## config.mk

```make
export PLATFORM = sky130hd
export DESIGN_NAME = audio_serial_input_clock_monitor
export DESIGN_NICKNAME = d
export VERILOG_FILES = /design/src/audio_in_pkg.sv /design/src/audio_serial_input_clock_monitor.sv /design/src/pin_sync.sv
export VERILOG_INCLUDE_DIRS = /design/src
export SDC_FILE = /design/constraint.sdc
export NUM_CORES = 1
export LEC_CHECK = 0
export CAP_MARGIN = 15
export CORE_MARGIN = 1.5
export CORE_UTILIZATION = 25
export CTS_CLUSTER_SIZE = 20
export DETAILED_ROUTE_END_ITERATION = 10
export DONT_BUFFER_PORTS = 1
export PLACE_DENSITY = 0.45
export SYNTH_ARGS = -nofsm -noshare
export SYNTH_HDL_FRONTEND = slang
export SYNTH_SLANG_ARGS = --single-unit
```

## constraint.sdc

```tcl
create_clock -name clk -period 9.2 [get_ports clk]
set_input_delay 1.84 -clock clk [delete_from_list [all_inputs] [get_ports clk]]
set_output_delay 1.84 -clock clk [all_outputs]
set_load 0.01 [all_outputs]
```

## src/audio_in_map.svh

```systemverilog
// offsets, fields, reset values and timing counts of the serial audio input monitor
//
// Overview of operation
// - device is clock slave; all clocks external
// - bit clock must be 32, 48 or 64 fs
// - processing clock from master clock, else oscillator
// - processing clock is 512 times switching rate
// - rates autodetected without software help
// - internal oscillator times clock error detection
// - on clock error: mute first, then oscillator
// - stable clocks: autodetect and resume automatically
// - default recovery restores volume in one step
// - volume setting selects gradual ramp recovery
// - 16, 20, 24 bit I2S, LJ, RJ
// - I2S: frame low left, high right
// - I2S: first bit one bit clock late
// - MSB first, sampled on bit clock rise
// - I2S: trailing slot bits ignored
// - samples are two's complement signed values
// - LJ and RJ: frame high left, low right
// - LJ: MSB with frame edge, no delay
// - RJ: LSB last; leading bits ignored
`ifndef AUDIO_IN_MAP_SVH
`define AUDIO_IN_MAP_SVH

`define REG_CTRL 5'h00
`define REG_STATUS 5'h04
`define REG_PERIOD 5'h08
`define REG_MCLK 5'h0c
`define REG_LEFT 5'h10
`define REG_RIGHT 5'h14

`define CTRL_FMT_RST 2'h0
`define CTRL_WL_RST 2'h2
`define CTRL_SOFT_RST 1'h0
`define CTRL_STEP_RST 8'h01

`define RATIO_32 7'h20
`define RATIO_48 7'h30
`define RATIO_64 7'h40

`define CLK_PERIOD_NS 50
`define LR_TO_NS 150000
`define LR_TO_CYC (`LR_TO_NS / `CLK_PERIOD_NS)
`define MCLK_TO_NS 4000
`define MCLK_TO_CYC (`MCLK_TO_NS / `CLK_PERIOD_NS)
`define PER_TOL 16'h0008
`define STABLE_FRAMES 3'h4
`define SW_DIV 512
`define GAIN_UNITY 8'h80

`endif

```

## src/audio_in_pkg.sv

```systemverilog
// types shared by the serial audio input monitor
package audio_in_pkg;
	typedef enum logic [1:0] {
		FMT_I2S = 2'b00,
		FMT_LJ = 2'b01,
		FMT_RJ = 2'b10
	} fmt_t;
	typedef enum logic [1:0] {
		WL_16 = 2'b00,
		WL_20 = 2'b01,
		WL_24 = 2'b10
	} wl_t;
	typedef enum logic [1:0] {
		ST_RUN = 2'b00,
		ST_MUTE = 2'b01,
		ST_LIMP = 2'b10,
		ST_RAMP = 2'b11
	} state_t;
endpackage

```

## src/audio_serial_input_clock_monitor.sv

```systemverilog
// serial audio slave input with clock monitor, mute control and register slave
`include "audio_in_map.svh"
module audio_serial_input_clock_monitor
	import audio_in_pkg::*;
(
	input wire logic clk,
	input wire logic srst,
	input wire logic mclk,
	input wire logic bclk,
	input wire logic lrclk,
	input wire logic serial_audio_in,
	input wire logic [4:0] address,
	input wire logic read,
	input wire logic write,
	input wire logic [31:0] writedata,
	input wire logic [3:0] byteenable,
	output logic [31:0] readdata,
	output logic waitrequest,
	output logic [23:0] left_sample,
	output logic [23:0] right_sample,
	output logic sample_valid,
	output logic [7:0] volume_gain,
	output logic pll_ref_osc,
	output logic switch_tick
);
	logic [3:0] lvl, rise;
	logic mclk_rise, bclk_rise, lr_lvl, sd_lvl;

	// all three clocks and data come from the master and are resampled here
	pin_sync #(.W(4)) u_sync (
		.clk(clk),
		.srst(srst),
		.pins({serial_audio_in, lrclk, bclk, mclk}),
		.level(lvl),
		.rise(rise)
	);
	assign mclk_rise = rise[0];
	assign bclk_rise = rise[1];
	assign lr_lvl = lvl[2];
	assign sd_lvl = lvl[3];

	function automatic logic [6:0] wl_bits(input logic [1:0] c);
		case (c)
			WL_16: wl_bits = 7'h10;
			WL_20: wl_bits = 7'h14;
			default: wl_bits = 7'h18;
		endcase
	endfunction

	// left-aligned so the sign bit stays on top
	function automatic logic [23:0] align(input logic [31:0] a, input logic [1:0] c);
		case (c)
			WL_16: align = {a[15:0], 8'h00};
			WL_20: align = {a[19:0], 4'h0};
			default: align = a[23:0];
		endcase
	endfunction

	function automatic logic ratio_ok(input logic [6:0] n);
		ratio_ok = (n == `RATIO_32) || (n == `RATIO_48) || (n == `RATIO_64);
	endfunction

	// bus slave and control register
	logic waitrequest_q, waitrequest_d;
	logic [31:0] readdata_q, readdata_d;
	logic [1:0] fmt_q, fmt_d, wl_q, wl_d;
	logic soft_q, soft_d;
	logic [7:0] step_q, step_d;
	// shared state, declared ahead of the read mux
	state_t state_q, state_d;
	logic pll_ref_osc_q, pll_ref_osc_d;
	logic [7:0] gain_q, gain_d;
	logic [6:0] ratio_q, ratio_d;
	logic [15:0] per_q, per_d, mratio_q, mratio_d;
	logic [23:0] left_q, left_d, right_q, right_d;
	logic mclk_ok;

	always_comb begin
		waitrequest_d = 1'b1;
		readdata_d = readdata_q;
		fmt_d = fmt_q;
		wl_d = wl_q;
		soft_d = soft_q;
		step_d = step_q;
		if ((read || write) && waitrequest_q) begin
			// one wait cycle, then the answer
			waitrequest_d = 1'b0;
			case (address)
				`REG_CTRL: readdata_d = {16'h0000, step_q, 3'h0, soft_q, wl_q, fmt_q};
				`REG_STATUS: readdata_d = {17'h00000, ratio_q, 3'h0, gain_q == 8'h00, mclk_ok, pll_ref_osc_q, state_q};
				`REG_PERIOD: readdata_d = {16'h0000, per_q};
				`REG_MCLK: readdata_d = {16'h0000, mratio_q};
				`REG_LEFT: readdata_d = {8'h00, left_q};
				`REG_RIGHT: readdata_d = {8'h00, right_q};
				default: readdata_d = 32'h0000_0000;
			endcase
		end
		if (write && !waitrequest_q && address == `REG_CTRL) begin
			if (byteenable[0]) begin
				fmt_d = writedata[1:0];
				wl_d = writedata[3:2];
				soft_d = writedata[4];
			end
			if (byteenable[1]) begin
				step_d = writedata[15:8];
			end
		end
	end

	always_ff @(posedge clk) begin
		if (srst) begin
			waitrequest_q <= 1'b1;
			readdata_q <= 32'h0000_0000;
			fmt_q <= `CTRL_FMT_RST;
			wl_q <= `CTRL_WL_RST;
			soft_q <= `CTRL_SOFT_RST;
			step_q <= `CTRL_STEP_RST;
		end else begin
			waitrequest_q <= waitrequest_d;
			readdata_q <= readdata_d;
			fmt_q <= fmt_d;
			wl_q <= wl_d;
			soft_q <= soft_d;
			step_q <= step_d;
		end
	end

	// deserialiser, stepped by bit clock rises
	logic lr_prev_q, lr_prev_d, flr_q, flr_d, frm, left_slot, accept;
	logic [31:0] acc_q, acc_d;
	logic [6:0] idx_q, idx_d, bcnt_q, bcnt_d;
	logic valid_q, valid_d;
	logic frame_evt;

	assign frame_evt = bclk_rise && lr_lvl && !lr_prev_q;

	always_comb begin
		lr_prev_d = lr_prev_q;
		flr_d = flr_q;
		acc_d = acc_q;
		idx_d = idx_q;
		bcnt_d = bcnt_q;
		ratio_d = ratio_q;
		left_d = left_q;
		right_d = right_q;
		valid_d = 1'b0;
		// i2s runs one bit late, so its frame level is taken one bit clock back
		frm = (fmt_q == FMT_I2S) ? lr_prev_q : lr_lvl;
		left_slot = (fmt_q == FMT_I2S) ? !flr_q : flr_q;
		accept = (fmt_q == FMT_RJ) || (idx_q < wl_bits(wl_q));
		if (bclk_rise) begin
			lr_prev_d = lr_lvl;
			if (frm != flr_q) begin
				flr_d = frm;
				if (left_slot) begin
					left_d = align(acc_q, wl_q);
				end else begin
					right_d = align(acc_q, wl_q);
					valid_d = 1'b1;
				end
				acc_d = {31'h0000_0000, sd_lvl};
				idx_d = 7'h01;
			end else begin
				if (accept) begin
					acc_d = {acc_q[30:0], sd_lvl};
				end
				if (idx_q != 7'h7f) begin
					idx_d = idx_q + 7'h01;
				end
			end
			// bit clocks per frame, counted between frame clock rises
			if (frame_evt) begin
				ratio_d = bcnt_q;
				bcnt_d = 7'h01;
			end else if (bcnt_q != 7'h7f) begin
				bcnt_d = bcnt_q + 7'h01;
			end
		end
	end

	always_ff @(posedge clk) begin
		if (srst) begin
			lr_prev_q <= 1'b0;
			flr_q <= 1'b0;
			acc_q <= 32'h0000_0000;
			idx_q <= 7'h00;
			bcnt_q <= 7'h00;
			ratio_q <= 7'h00;
			left_q <= 24'h00_0000;
			right_q <= 24'h00_0000;
			valid_q <= 1'b0;
		end else begin
			lr_prev_q <= lr_prev_d;
			flr_q <= flr_d;
			acc_q <= acc_d;
			idx_q <= idx_d;
			bcnt_q <= bcnt_d;
			ratio_q <= ratio_d;
			left_q <= left_d;
			right_q <= right_d;
			valid_q <= valid_d;
		end
	end

	// clock monitor and mute sequencer, timed by the local oscillator clock
	logic [15:0] per_cnt_q, per_cnt_d, per_diff, mcnt_q, mcnt_d;
	logic [7:0] mto_q, mto_d;
	logic [2:0] good_cnt_q, good_cnt_d;
	logic [8:0] ramp_sum;
	logic lr_to, frame_good, err_now;

	always_comb begin
		per_cnt_d = (per_cnt_q != 16'hffff) ? per_cnt_q + 16'h0001 : per_cnt_q;
		per_d = per_q;
		mcnt_d = mclk_rise ? mcnt_q + 16'h0001 : mcnt_q;
		mratio_d = mratio_q;
		mto_d = mclk_rise ? 8'h00 : ((mto_q != 8'hff) ? mto_q + 8'h01 : mto_q);
		state_d = state_q;
		pll_ref_osc_d = pll_ref_osc_q;
		gain_d = gain_q;
		good_cnt_d = good_cnt_q;
		lr_to = per_cnt_q >= 16'(`LR_TO_CYC);
		mclk_ok = mto_q < 8'(`MCLK_TO_CYC);
		per_diff = (per_cnt_q > per_q) ? per_cnt_q - per_q : per_q - per_cnt_q;
		frame_good = ratio_ok(bcnt_q) && (per_diff <= `PER_TOL) && mclk_ok;
		err_now = lr_to || !mclk_ok || (frame_evt && !frame_good);
		ramp_sum = {1'b0, gain_q} + {1'b0, step_q};
		if (frame_evt) begin
			per_d = per_cnt_q;
			per_cnt_d = 16'h0001;
			mratio_d = mcnt_q;
			mcnt_d = 16'h0000;
		end
		case (state_q)
			ST_RUN: begin
				if (err_now) begin
					gain_d = 8'h00;
					state_d = ST_MUTE;
				end
			end
			ST_MUTE: begin
				// audio already silent when the loop reference moves
				pll_ref_osc_d = 1'b1;
				good_cnt_d = 3'h0;
				state_d = ST_LIMP;
			end
			ST_LIMP: begin
				if (err_now) begin
					good_cnt_d = 3'h0;
				end else if (frame_evt) begin
					if (good_cnt_q == `STABLE_FRAMES - 3'h1) begin
						pll_ref_osc_d = 1'b0;
						if (soft_q) begin
							state_d = ST_RAMP;
						end else begin
							gain_d = `GAIN_UNITY;
							state_d = ST_RUN;
						end
					end else begin
						good_cnt_d = good_cnt_q + 3'h1;
					end
				end
			end
			ST_RAMP: begin
				if (err_now) begin
					gain_d = 8'h00;
					state_d = ST_MUTE;
				end else if (frame_evt) begin
					// one step per frame keeps the ramp free of clicks
					if (ramp_sum >= {1'b0, `GAIN_UNITY}) begin
						gain_d = `GAIN_UNITY;
						state_d = ST_RUN;
					end else begin
						gain_d = ramp_sum[7:0];
					end
				end
			end
			default: begin
				state_d = ST_MUTE;
				gain_d = 8'h00;
			end
		endcase
	end

	always_ff @(posedge clk) begin
		if (srst) begin
			per_cnt_q <= 16'h0000;
			per_q <= 16'h0000;
			mcnt_q <= 16'h0000;
			mratio_q <= 16'h0000;
			mto_q <= 8'hff;
			state_q <= ST_LIMP;
			pll_ref_osc_q <= 1'b1;
			gain_q <= 8'h00;
			good_cnt_q <= 3'h0;
		end else begin
			per_cnt_q <= per_cnt_d;
			per_q <= per_d;
			mcnt_q <= mcnt_d;
			mratio_q <= mratio_d;
			mto_q <= mto_d;
			state_q <= state_d;
			pll_ref_osc_q <= pll_ref_osc_d;
			gain_q <= gain_d;
			good_cnt_q <= good_cnt_d;
		end
	end

	// switching-rate enable: the processing clock divided by 512
	logic [8:0] sw_cnt_q, sw_cnt_d;
	logic tick_q, tick_d, seen_q, seen_d;
	logic [9:0] gap_q, gap_d;

	always_comb begin
		sw_cnt_d = sw_cnt_q + 9'h001;
		tick_d = sw_cnt_q == 9'(`SW_DIV - 1);
		seen_d = seen_q || tick_q;
		gap_d = tick_q ? 10'h000 : gap_q + 10'h001;
	end

	always_ff @(posedge clk) begin
		if (srst) begin
			sw_cnt_q <= 9'h000;
			tick_q <= 1'b0;
			seen_q <= 1'b0;
			gap_q <= 10'h000;
		end else begin
			sw_cnt_q <= sw_cnt_d;
			tick_q <= tick_d;
			seen_q <= seen_d;
			gap_q <= gap_d;
		end
	end

	assign readdata = readdata_q;
	assign waitrequest = waitrequest_q;
	assign left_sample = left_q;
	assign right_sample = right_q;
	assign sample_valid = valid_q;
	assign volume_gain = gain_q;
	assign pll_ref_osc = pll_ref_osc_q;
	assign switch_tick = tick_q;
endmodule

```

## src/pin_sync.sv

```systemverilog
// two-stage synchroniser with rise detect for asynchronous pins
module pin_sync #(
	parameter int W = 4
) (
	input wire logic clk,
	input wire logic srst,
	input wire logic [W-1:0] pins,
	output logic [W-1:0] level,
	output logic [W-1:0] rise
);
	logic [W-1:0] s1_q, s2_q, s3_q;
	logic [W-1:0] s1_d, s2_d, s3_d;

	always_comb begin
		s1_d = pins;
		s2_d = s1_q;
		s3_d = s2_q;
	end

	always_ff @(posedge clk) begin
		if (srst) begin
			s1_q <= '0;
			s2_q <= '0;
			s3_q <= '0;
		end else begin
			s1_q <= s1_d;
			s2_q <= s2_d;
			s3_q <= s3_d;
		end
	end

	// edge taken from stages two and three, never from the metastable first stage
	assign level = s2_q;
	assign rise = s2_q & ~s3_q;
endmodule

```

==> Word-level counts from Yosys, hierarchy flattened <==
Cells that the tools add are included.
{ "totals": {"latchBits": 0, "n_memories": 0, "register_bits": 248, "elab_cells": 170, "ram_bits": 0, "out_inout_bits": 92, "romBits": 0, "inputBits": 49} }
{ "op_classes": {"n_reduce_logical": 46, "add_sub_neg": 10, "eq_ne": 29, "shifts": 0, "n_div": 0, "muxes": 44, "order_cmp": 6, "n_mul": 0, "n_bitwise": 5} }
{ "ops": {"columns": ["operator", "n"], "rows": [
  ["$pmux 24 s6", 1],
  ["$mux 8", 10],
  ["$mux 24", 2],
  ["$pmux 24 s2", 1],
  ["$add 16x1->16 const B", 2],
  ["$sub 16x16->16", 2],
  ["$mux 7", 4],
  ["$pmux 8 s3", 1],
  ["$ge 16x12->1 const B", 1],
  ["$gt 16x16->1", 1],
  ["$le 16x4->1 const B", 1],
  ["$mux 16", 1],
  ["$mux 2", 8],
  ["$ne 16x16->1 const B", 1],
  ["$add 7x1->7 const B", 2],
  ["$eq 7x6->1 const B", 2],
  ["$ne 7x7->1 const B", 2],
  ["$reduce_and 2->1", 7],
  ["$ne 3x3->1 const B", 4],
  ["$reduce_bool 2->1", 6],
  ["$eq 5x4->1 const B", 2],
  ["$eq 5x5->1 const B", 2],
  ["$ne 2x2->1 const B", 5],
  ["$add 8x8->9", 1],
  ["other kinds (36)", 71]
]} }

==> Longest topological paths before layout <==
Gate-level depths: netlist of the first run.
{ "logic_depth": {"word_depth": 10, "depth_mapped": 13, "ltp_nobuf": 12} }

==> Hierarchy <==
From an unflattened synthesis of the first run, not the netlist that was laid out.
{ "hier_totals": {"hier_cells": 1553, "area_unflattened_um2": 12539.5} }
{ "by_module_without_submodules": {"columns": ["mod", "cells_per_inst", "seq_area_each_um2", "n_inst", "area_each_um2"], "rows": [
  ["audio_serial_input_clock_monitor", 1524, 4604.4, 1, 12147.9],
  ["pin_sync", 29, 240.2, 1, 391.6]
]} }

==> Least setup slack after synthesis of the first run <==
No wires, ideal clock.
{ "synth_timing": {"path_type": "in2reg", "start": "input address[3]", "end": "register readdata_q[19] (netlist: readdata[19])", "n_path_buf": 2, "slack_ps": 5464, "required_time_ps": 9135, "setup_ps": 65, "t_arrival_ps": 3671, "cell_stages": 8, "cell_sequence": "nor4_1 and2_1 clkbuf_1 clkbuf_1 a22oi_1 nor2_1 a21oi_1 nor2_1"} }
{ "synth_via": {"elab_chain_len": 2, "word_cells_on_any_way": 7, "cone_classes": "eq/ne (5); mux (1); reduce/logical (1)"} }
{ "synth_rtl": {"columns": ["item", "line_no", "text"], "rows": [
  ["start: declaration", "audio_serial_input_clock_monitor.sv:12", "input wire logic [4:0] address,"],
  ["$eq 5x5->1 (tied with other cells)", "audio_serial_input_clock_monitor.sv:88", "case (address)"],
  ["$pmux 24 s6 *", "audio_serial_input_clock_monitor.sv:88", null],
  ["end signal: assignment", "audio_serial_input_clock_monitor.sv:120", "readdata_q <= readdata_d;"],
  ["end: declaration", "audio_serial_input_clock_monitor.sv:65", "logic [31:0] readdata_q, readdata_d;"]
]} }
Mark *: on every way between the ends. The rest lies on a longest branch, timed or not.
A chain may end at the register's enable or synchronous reset.

==> Worst setup path after layout of the first run <==
{ "layout_timing": {"start": "register per_q[13]", "end": "register gain_q[0] (netlist: volume_gain[0])"} }
{ "layout_via": {"elab_chain_len": 10, "word_cells_on_any_way": 16, "cone_classes": "add/sub (2); order compare (2); eq/ne (3); mux (3); reduce/logical (6)"} }
{ "layout_rtl": {"columns": ["item", "line_no", "text"], "rows": [
  ["start: declaration", "audio_serial_input_clock_monitor.sv:74", "logic [15:0] per_q, per_d, mratio_q, mratio_d;"],
  ["start signal: assignment", "audio_serial_input_clock_monitor.sv:298", "per_q <= per_d;"],
  ["$sub 16x16->16 / $gt 16x16->1 (equally long branches)", "audio_serial_input_clock_monitor.sv:224", "per_diff = (per_cnt_q > per_q) ? per_cnt_q - per_q : per_q - per_cnt_q;"],
  ["$mux 16 *", "audio_serial_input_clock_monitor.sv:224", null],
  ["$le 16x4->1 (no source line) *", null, null],
  ["$logic_and 1x1->1 * (2 in a row)", "audio_serial_input_clock_monitor.sv:225", "frame_good = ratio_ok(bcnt_q) && (per_diff <= `PER_TOL) && mclk_ok;"],
  ["$logic_not 1->1 *", "audio_serial_input_clock_monitor.sv:226", "err_now = lr_to || !mclk_ok || (frame_evt && !frame_good);"],
  ["$logic_and 1x1->1 *", "audio_serial_input_clock_monitor.sv:226", null],
  ["$logic_or 1x1->1 *", "audio_serial_input_clock_monitor.sv:226", null],
  ["$ne 3x3->1 (no source line) (tied with other cells)", null, null],
  ["$reduce_and 7->1 (no source line) / $pmux 8 s3 (equally long branches)", null, null],
  ["end signal: assignment", "audio_serial_input_clock_monitor.sv:304", "gain_q <= gain_d;"],
  ["end: declaration", "audio_serial_input_clock_monitor.sv:72", "logic [7:0] gain_q, gain_d;"]
]} }
Marks and branches as above.

==> metrics, run 1 <==
result of the run=completed; most used flip-flop cell after synthesis=dfxtp_1; post-layout util=around 28%; DP Area=13200 um^2; DRC violation count after routing=0; relative slew slack=39.9%; measured slew at the worst slew-check pin=878 ps; Max-cap violations=0; worst hold path type=reg2reg; layout filler cell count=~5400; final slew viol count=0; commonest cells in the synthesized netlist=dfxtp_1, nand2_1, a21oi_1; PortBufs=0; buffer type at the clock tree root=clkbuf_16; total negative slack for setup checks=0 ps; TritonCTS clock tree=built; drt pass-1 iters=5; type of origin of the critical path=register; source-to-sink clock delay at the later pin of the worst-skew pair=about 560 ps; antenna violations before repair=1; maximum number of buffers from clock root to sink=3; Post-Route Hold Slack=approximately 430 ps; # nets final=roughly 1600; share of post-route cells with drive strength above 1=6.06%; ranking of synthesized cells by area=dfxtp_1, nand2_1, a21oi_1; synth-to-layout area growth=12.8%; hold bufs inserted after CTS=0; starting density of the core=between 20% and 30%; CP Data Arrival Time=between 5000 and 6000 ps; Layout Skew=12.3 ps; register area share after synthesis=around two fifths; Final Cell Area=around 14000 um^2; distinct cell type count after synthesis=slightly above 80; async set or reset register ratio after synthesis=0%; pin count of the biggest net entering global routing=176; Critical Path Slowest Stage Cell=o32ai_1; final hold violations=0; die area=51700 um^2; average cell area after synthesis=8.00 um^2; TritonCTS Sinks=240; delay contributed by the slowest stage of the critical path=a little over 700 ps; height of the die=approximately 230 um; Clk pin slew, worst setup/hold paths=around 60 ps; reg2reg end=volume_gain[0]; placer's final routability congestion estimate=0.811; number of buffers inserted to repair setup after CTS=0; global routing usage summed across all routing layers=14.6%; critical path fanouts, max=13; critical path endpoint=volume_gain[0]; Setup Crit Path Kind=reg2reg; area leader, netlist=dfxtp_1; via count of the first global-routing pass=roughly 10000; number of diodes=0; CTS H-tree depth=1; fmax=about 210 MHz; portion of synthesized cell area occupied by the leading cell type=38.2%; synthesized instance count=~1600; post-CTS resize count=0; Placeable Area=~50000 um^2; Std-Cell Rows=roughly 80; layer with the highest usage after global routing=met2; RSZ-0062 raised after global routing=false; aggregate routed wire length=38200 um; Final Setup Violations=0; number of DRC violations after detailed-routing iteration 0=approximately 700; Cell Area, Synth=12600 um^2; number of synthesized register bits=240; Leak=roughly 5.1 nW; peak supply drop=~0.00012 V; Vias per Instance=a little under 5; number of enable flip-flop cells after synthesis=0; length in cells of the worst reg-to-reg path=12; clock period minus worst slack=between 4000 and 5000 ps; met2 GRT Util=between 20% and 30%; Routed WL per cell=17.2 um; Final HPWL DP=27400 um; ordered cell list for the critical path=inv_1 > ha_1 > a21oi_1 > o21a_1 > a211oi_1 > o211a_1 > nor3_1 > o32ai_1 > o211ai_2 > or2_4 > a221oi_4 > mux2i_1; remaining antenna violation count=0; crit path from=per_q[13]; most frequently used cell type in the post-synthesis netlist=dfxtp_1; reg-to-reg critical path startpoint=per_q[13]; overall power after layout=~2.6 mW; total via count in the routed design=between 10000 and 15000; wire length of the first global-routing pass=between 50000 and 60000 um; cell area power density=~190 nW/um^2; clock buffers created by TritonCTS=29; GR Overflow Total=0; GR Layer Usage met1=between 20 and 25%; met3 demand-to-capacity share in global routing=between 3 and 4%; count of pins on the block boundary=between 100 and 150; post-route fraction of the period consumed by the critical path=about half; critical path required time=9680 ps; flop2flop setup slack=between 4000 and 5000 ps; critical path endpoint category=register; warning count from the yosys run=0; Chip Width=roughly 230 um
how the worst min path moves through the flow:
| stage | start | endpoint | slack (ps) | cells past startpoint |
|---|---|---|---|---|
| floorplan | u_sync.s1_q[0] | u_sync.level[0] | 410 | 1 |
| global placement | u_sync.level[3] | acc_q[0] | 420 | 2 |
| CTS | u_sync.level[3] | acc_q[0] | 440 | 2 |
| global route | u_sync.s1_q[3] | u_sync.level[3] | 450 | 1 |
| detailed placement | u_sync.s1_q[3] | u_sync.level[3] | 430 | 1 |
| finish | u_sync.level[3] | acc_q[0] | 430 | 2 |
kinds of logic after synthesis:
logic type | share of synthesized area (%)
multiplexers | 7.05
other | 0.0298
AO/OA/AOI/OAI | 18.9
XOR/XNOR | 3.48
flip-flops | 38.2
AND/OR/NAND/NOR | 21.8
buffers and inverters | 4.93
adder cells (fa/ha/maj) | 5.73
stage by stage:
| step | worst slack (ps) | std cells |
|---|---|---|
| after global placement | 4680 | 2170 |
| final | 4540 | 2224 |
| after CTS | 4610 | 2223 |
| after detailed placement | 4650 | 2170 |
| after global routing | 4300 | 2224 |
| after floorplan | 5460 | 1580 |
flip-flops by register name (all words and copies together), names as in the netlist, 9 cells and up:
register and flops:
per_q 16, mcnt_q 16, per_cnt_q 16, sw_cnt_q 9
mratio_q 16, acc_q 24, readdata 24, right_sample 24
left_sample 24
metal layers:
| metal | wire length (um) | share of wire (%) |
|---|---|---|
| met1 | 17900 | 47 |
| met2 | 17100 | 45 |
| met3 | 2450 | 6.4 |
| met4 | 791 | 2.1 |
| met5 | 0 | 0 |
power by group:
group	internal [mW]	total [mW]	switching [mW]
Combinational	0.133	0.326	0.194
Sequential	1.07	1.11	0.0396
Clock	0.740	1.21	0.467
cells in the final DEF (no fill, tap or decap), types with 15 or more instances in the layout:
cell and n:
a21oi_1 167, nand2_1 225, nor2_1 153, clkbuf_16 29
nor2b_1 18, dfxtp_1 240, inv_1 56, mux2i_1 83
nand3_1 75, nand4_1 22, o21a_1 15, xor2_1 23
ha_1 56, o21ai_0 80, xnor2_1 26, a211oi_1 23
nor3_1 26
critical path, delay by kind of cell, from the launching register on:
family / cells / cell delay [ps]
AND/OR/NAND/NOR: 2 / 390
flip-flops: 1 / 420
multiplexers: 1 / 250
adder cells (fa/ha/maj): 1 / 550
AO/OA/AOI/OAI: 7 / 2920
buffers and inverters: 1 / 70
cell type report:
cell class | instances | area (um^2) | share of cell area [%]
tap | 672 | 841 | 5.92
clock inverter | 14 | 189 | 1.33
timing repair buffer | 15 | 116 | 0.820
sequential | 240 | 4800 | 33.8
clock buffer | 39 | 823 | 5.80
multi-input combinational | 1187 | 7210 | 50.8
inverter | 57 | 214 | 1.51
(Power assumes the default switching activity.)
==> run 2: changes to the inputs <==
- clock period: 9.2 -> 4.85 ns (I/O delays scaled with it)
==> metrics, run 2 (synthesis results as in run 1) <==
result of the run=completed; clock buffers created by TritonCTS=28; Chip Width=227 um; critical path fanouts, max=13; number of DRC violations after detailed-routing iteration 0=roughly 700; wire length of the first global-routing pass=about 60000 um; PortBufs=0; Reg power frac=approximately 44%; post-CTS resize count=0; remaining antenna violation count=0; Sw Share=between 20% and 30%; Post-Route Hold Slack=435 ps; starting density of the core=about a quarter; Final Setup Violations=0; Final HPWL DP=27600 um; DP Area=between 10000 and 15000 um^2; fmax=227 MHz; Leak=around 5.1 nW; measured slew at the worst slew-check pin=around 880 ps; startpoint of the tightest hold check path=u_sync.level[3]; total via count in the routed design=between 10000 and 15000; total negative slack for setup checks=0 ps; CP Data Arrival Time=4880 ps; GR Overflow Total=0; Max-cap violations=0; reg2reg end=volume_gain[1]; critical path endpoint category=register; Vias per Instance=approximately 5; switching pwr=between 1 and 1.5 mW; smallest setup slack after layout=about 440 ps; hold bufs inserted after CTS=0; die area=51700 um^2; clock period minus worst slack=roughly 4400 ps; Std-Cell Rows=between 80 and 90; TritonCTS Sinks=240; relative slew slack=between 40% and 50%; peak supply drop=a little over 0.0002 V; maximum number of buffers from clock root to sink=3; reg-to-reg critical path startpoint=per_q[13]; post-route fraction of the period consumed by the critical path=between 90% and 100%; Clk pin slew, worst setup/hold paths=roughly 60 ps; Sequential cell area=slightly below 5000 um^2; pin count of the biggest net entering global routing=between 150 and 200; number of diodes=0; number of buffers inserted to repair setup after CTS=0; global routing usage summed across all routing layers=~15%; Setup Crit Path Kind=reg2reg; buffer type at the clock tree root=clkbuf_16; overall power after layout=approximately 4.8 mW; final cell count without fillers=between 2000 and 2500; fraction of power consumed by the clock network=between 40% and 50%; height of the die=~230 um; critical path required time=approximately 5300 ps; type of origin of the critical path=register; placer's final routability congestion estimate=between 0.8 and 0.9; worst setup slack after placement=around 400 ps; aggregate routed wire length=a little under 40000 um; length in cells of the worst reg-to-reg path=13; WHS Path Cells=2; CTS H-tree depth=1; combinational fraction of design power=roughly an eighth; layout filler cell count=5468; RSZ-0062 raised after global routing=false; # nets final=around 1600; source-to-sink clock delay at the later pin of the worst-skew pair=between 500 and 600 ps; Placeable Area=around 50000 um^2; most common cell after layout, fill and taps aside=dfxtp_1; final hold violations=0; antenna violations before repair=0; flop2flop setup slack=440 ps; placed cells=~2200; drt pass-1 iters=5; via count of the first global-routing pass=10399; worst hold path type=reg2reg; cell area power density=336 nW/um^2; Layout Skew=roughly 15 ps; count of pins on the block boundary=roughly 140; Int Pwr=~3.5 mW; share of post-route cells with drive strength above 1=6.16%; Routed WL per cell=roughly 17 um; DRC violation count after routing=0; multi-input gate area in the final layout=~7200 um^2; Final Cell Area=14100 um^2; final slew viol count=0; synth-to-layout area growth=12.3%; top library cells by usage in the layout, fill and taps aside=dfxtp_1, nand2_1, a21oi_1; endpoint of the worst hold-timing path=acc_q[0]; post-layout util=28.3%; TritonCTS clock tree=built
-- run 2: worst max path at each step --
stage	from	to	slack, ps	cells past startpoint
global placement	per_q[7]	volume_gain[2]	400	13
detailed placement	per_q[13]	volume_gain[1]	410	13
global route	per_q[13]	volume_gain[0]	9	13
CTS	per_q[13]	volume_gain[1]	390	13
floorplan	per_q[3]	volume_gain[0]	1150	13
finish	per_q[13]	volume_gain[1]	440	13
-- run 2: cell type report --
type                            instances  share of cell area (%)
Multi-Input combinational cell       1187                    51.0
Sequential cell                       240                    34.0
Tap cell                              672                    5.95
Clock buffer                           41                    5.58
Inverter                               57                    1.51
Timing Repair Buffer                   25                    1.35
Clock inverter                          9                   0.628
-- run 2: layer usage --
| layer | routed length, um | global-route usage (%) |
|---|---|---|
| met1 | 17900 | 19.5 |
| met2 | 17600 | 24.1 |
| met3 | 2340 | 3.21 |
| met4 | 678 | 3.42 |
| met5 | 0 | 0 |
-- run 2: critical path, cell delays in order (launching register included) --
cell and delay [ps]:
dfxtp_1 410, inv_1 70, ha_1 540, a21oi_1 220
o21a_1 260, a211oi_1 570, o211a_1 270, nor3_1 50
o32ai_1 500, buf_4 210, o211ai_2 130, or2_4 300
a221oi_4 570, mux2i_1 240
-- run 2: power groups by stage --
stage	combinational [mW]	sequential, mW	clock, mW
finish	0.621	2.11	2.03
global route	0.694	2.11	2.17
CTS	0.619	2.11	2.10
detailed placement	0.616	2.15	0
global placement	0.608	2.15	0
floorplan	0.514	2.12	0
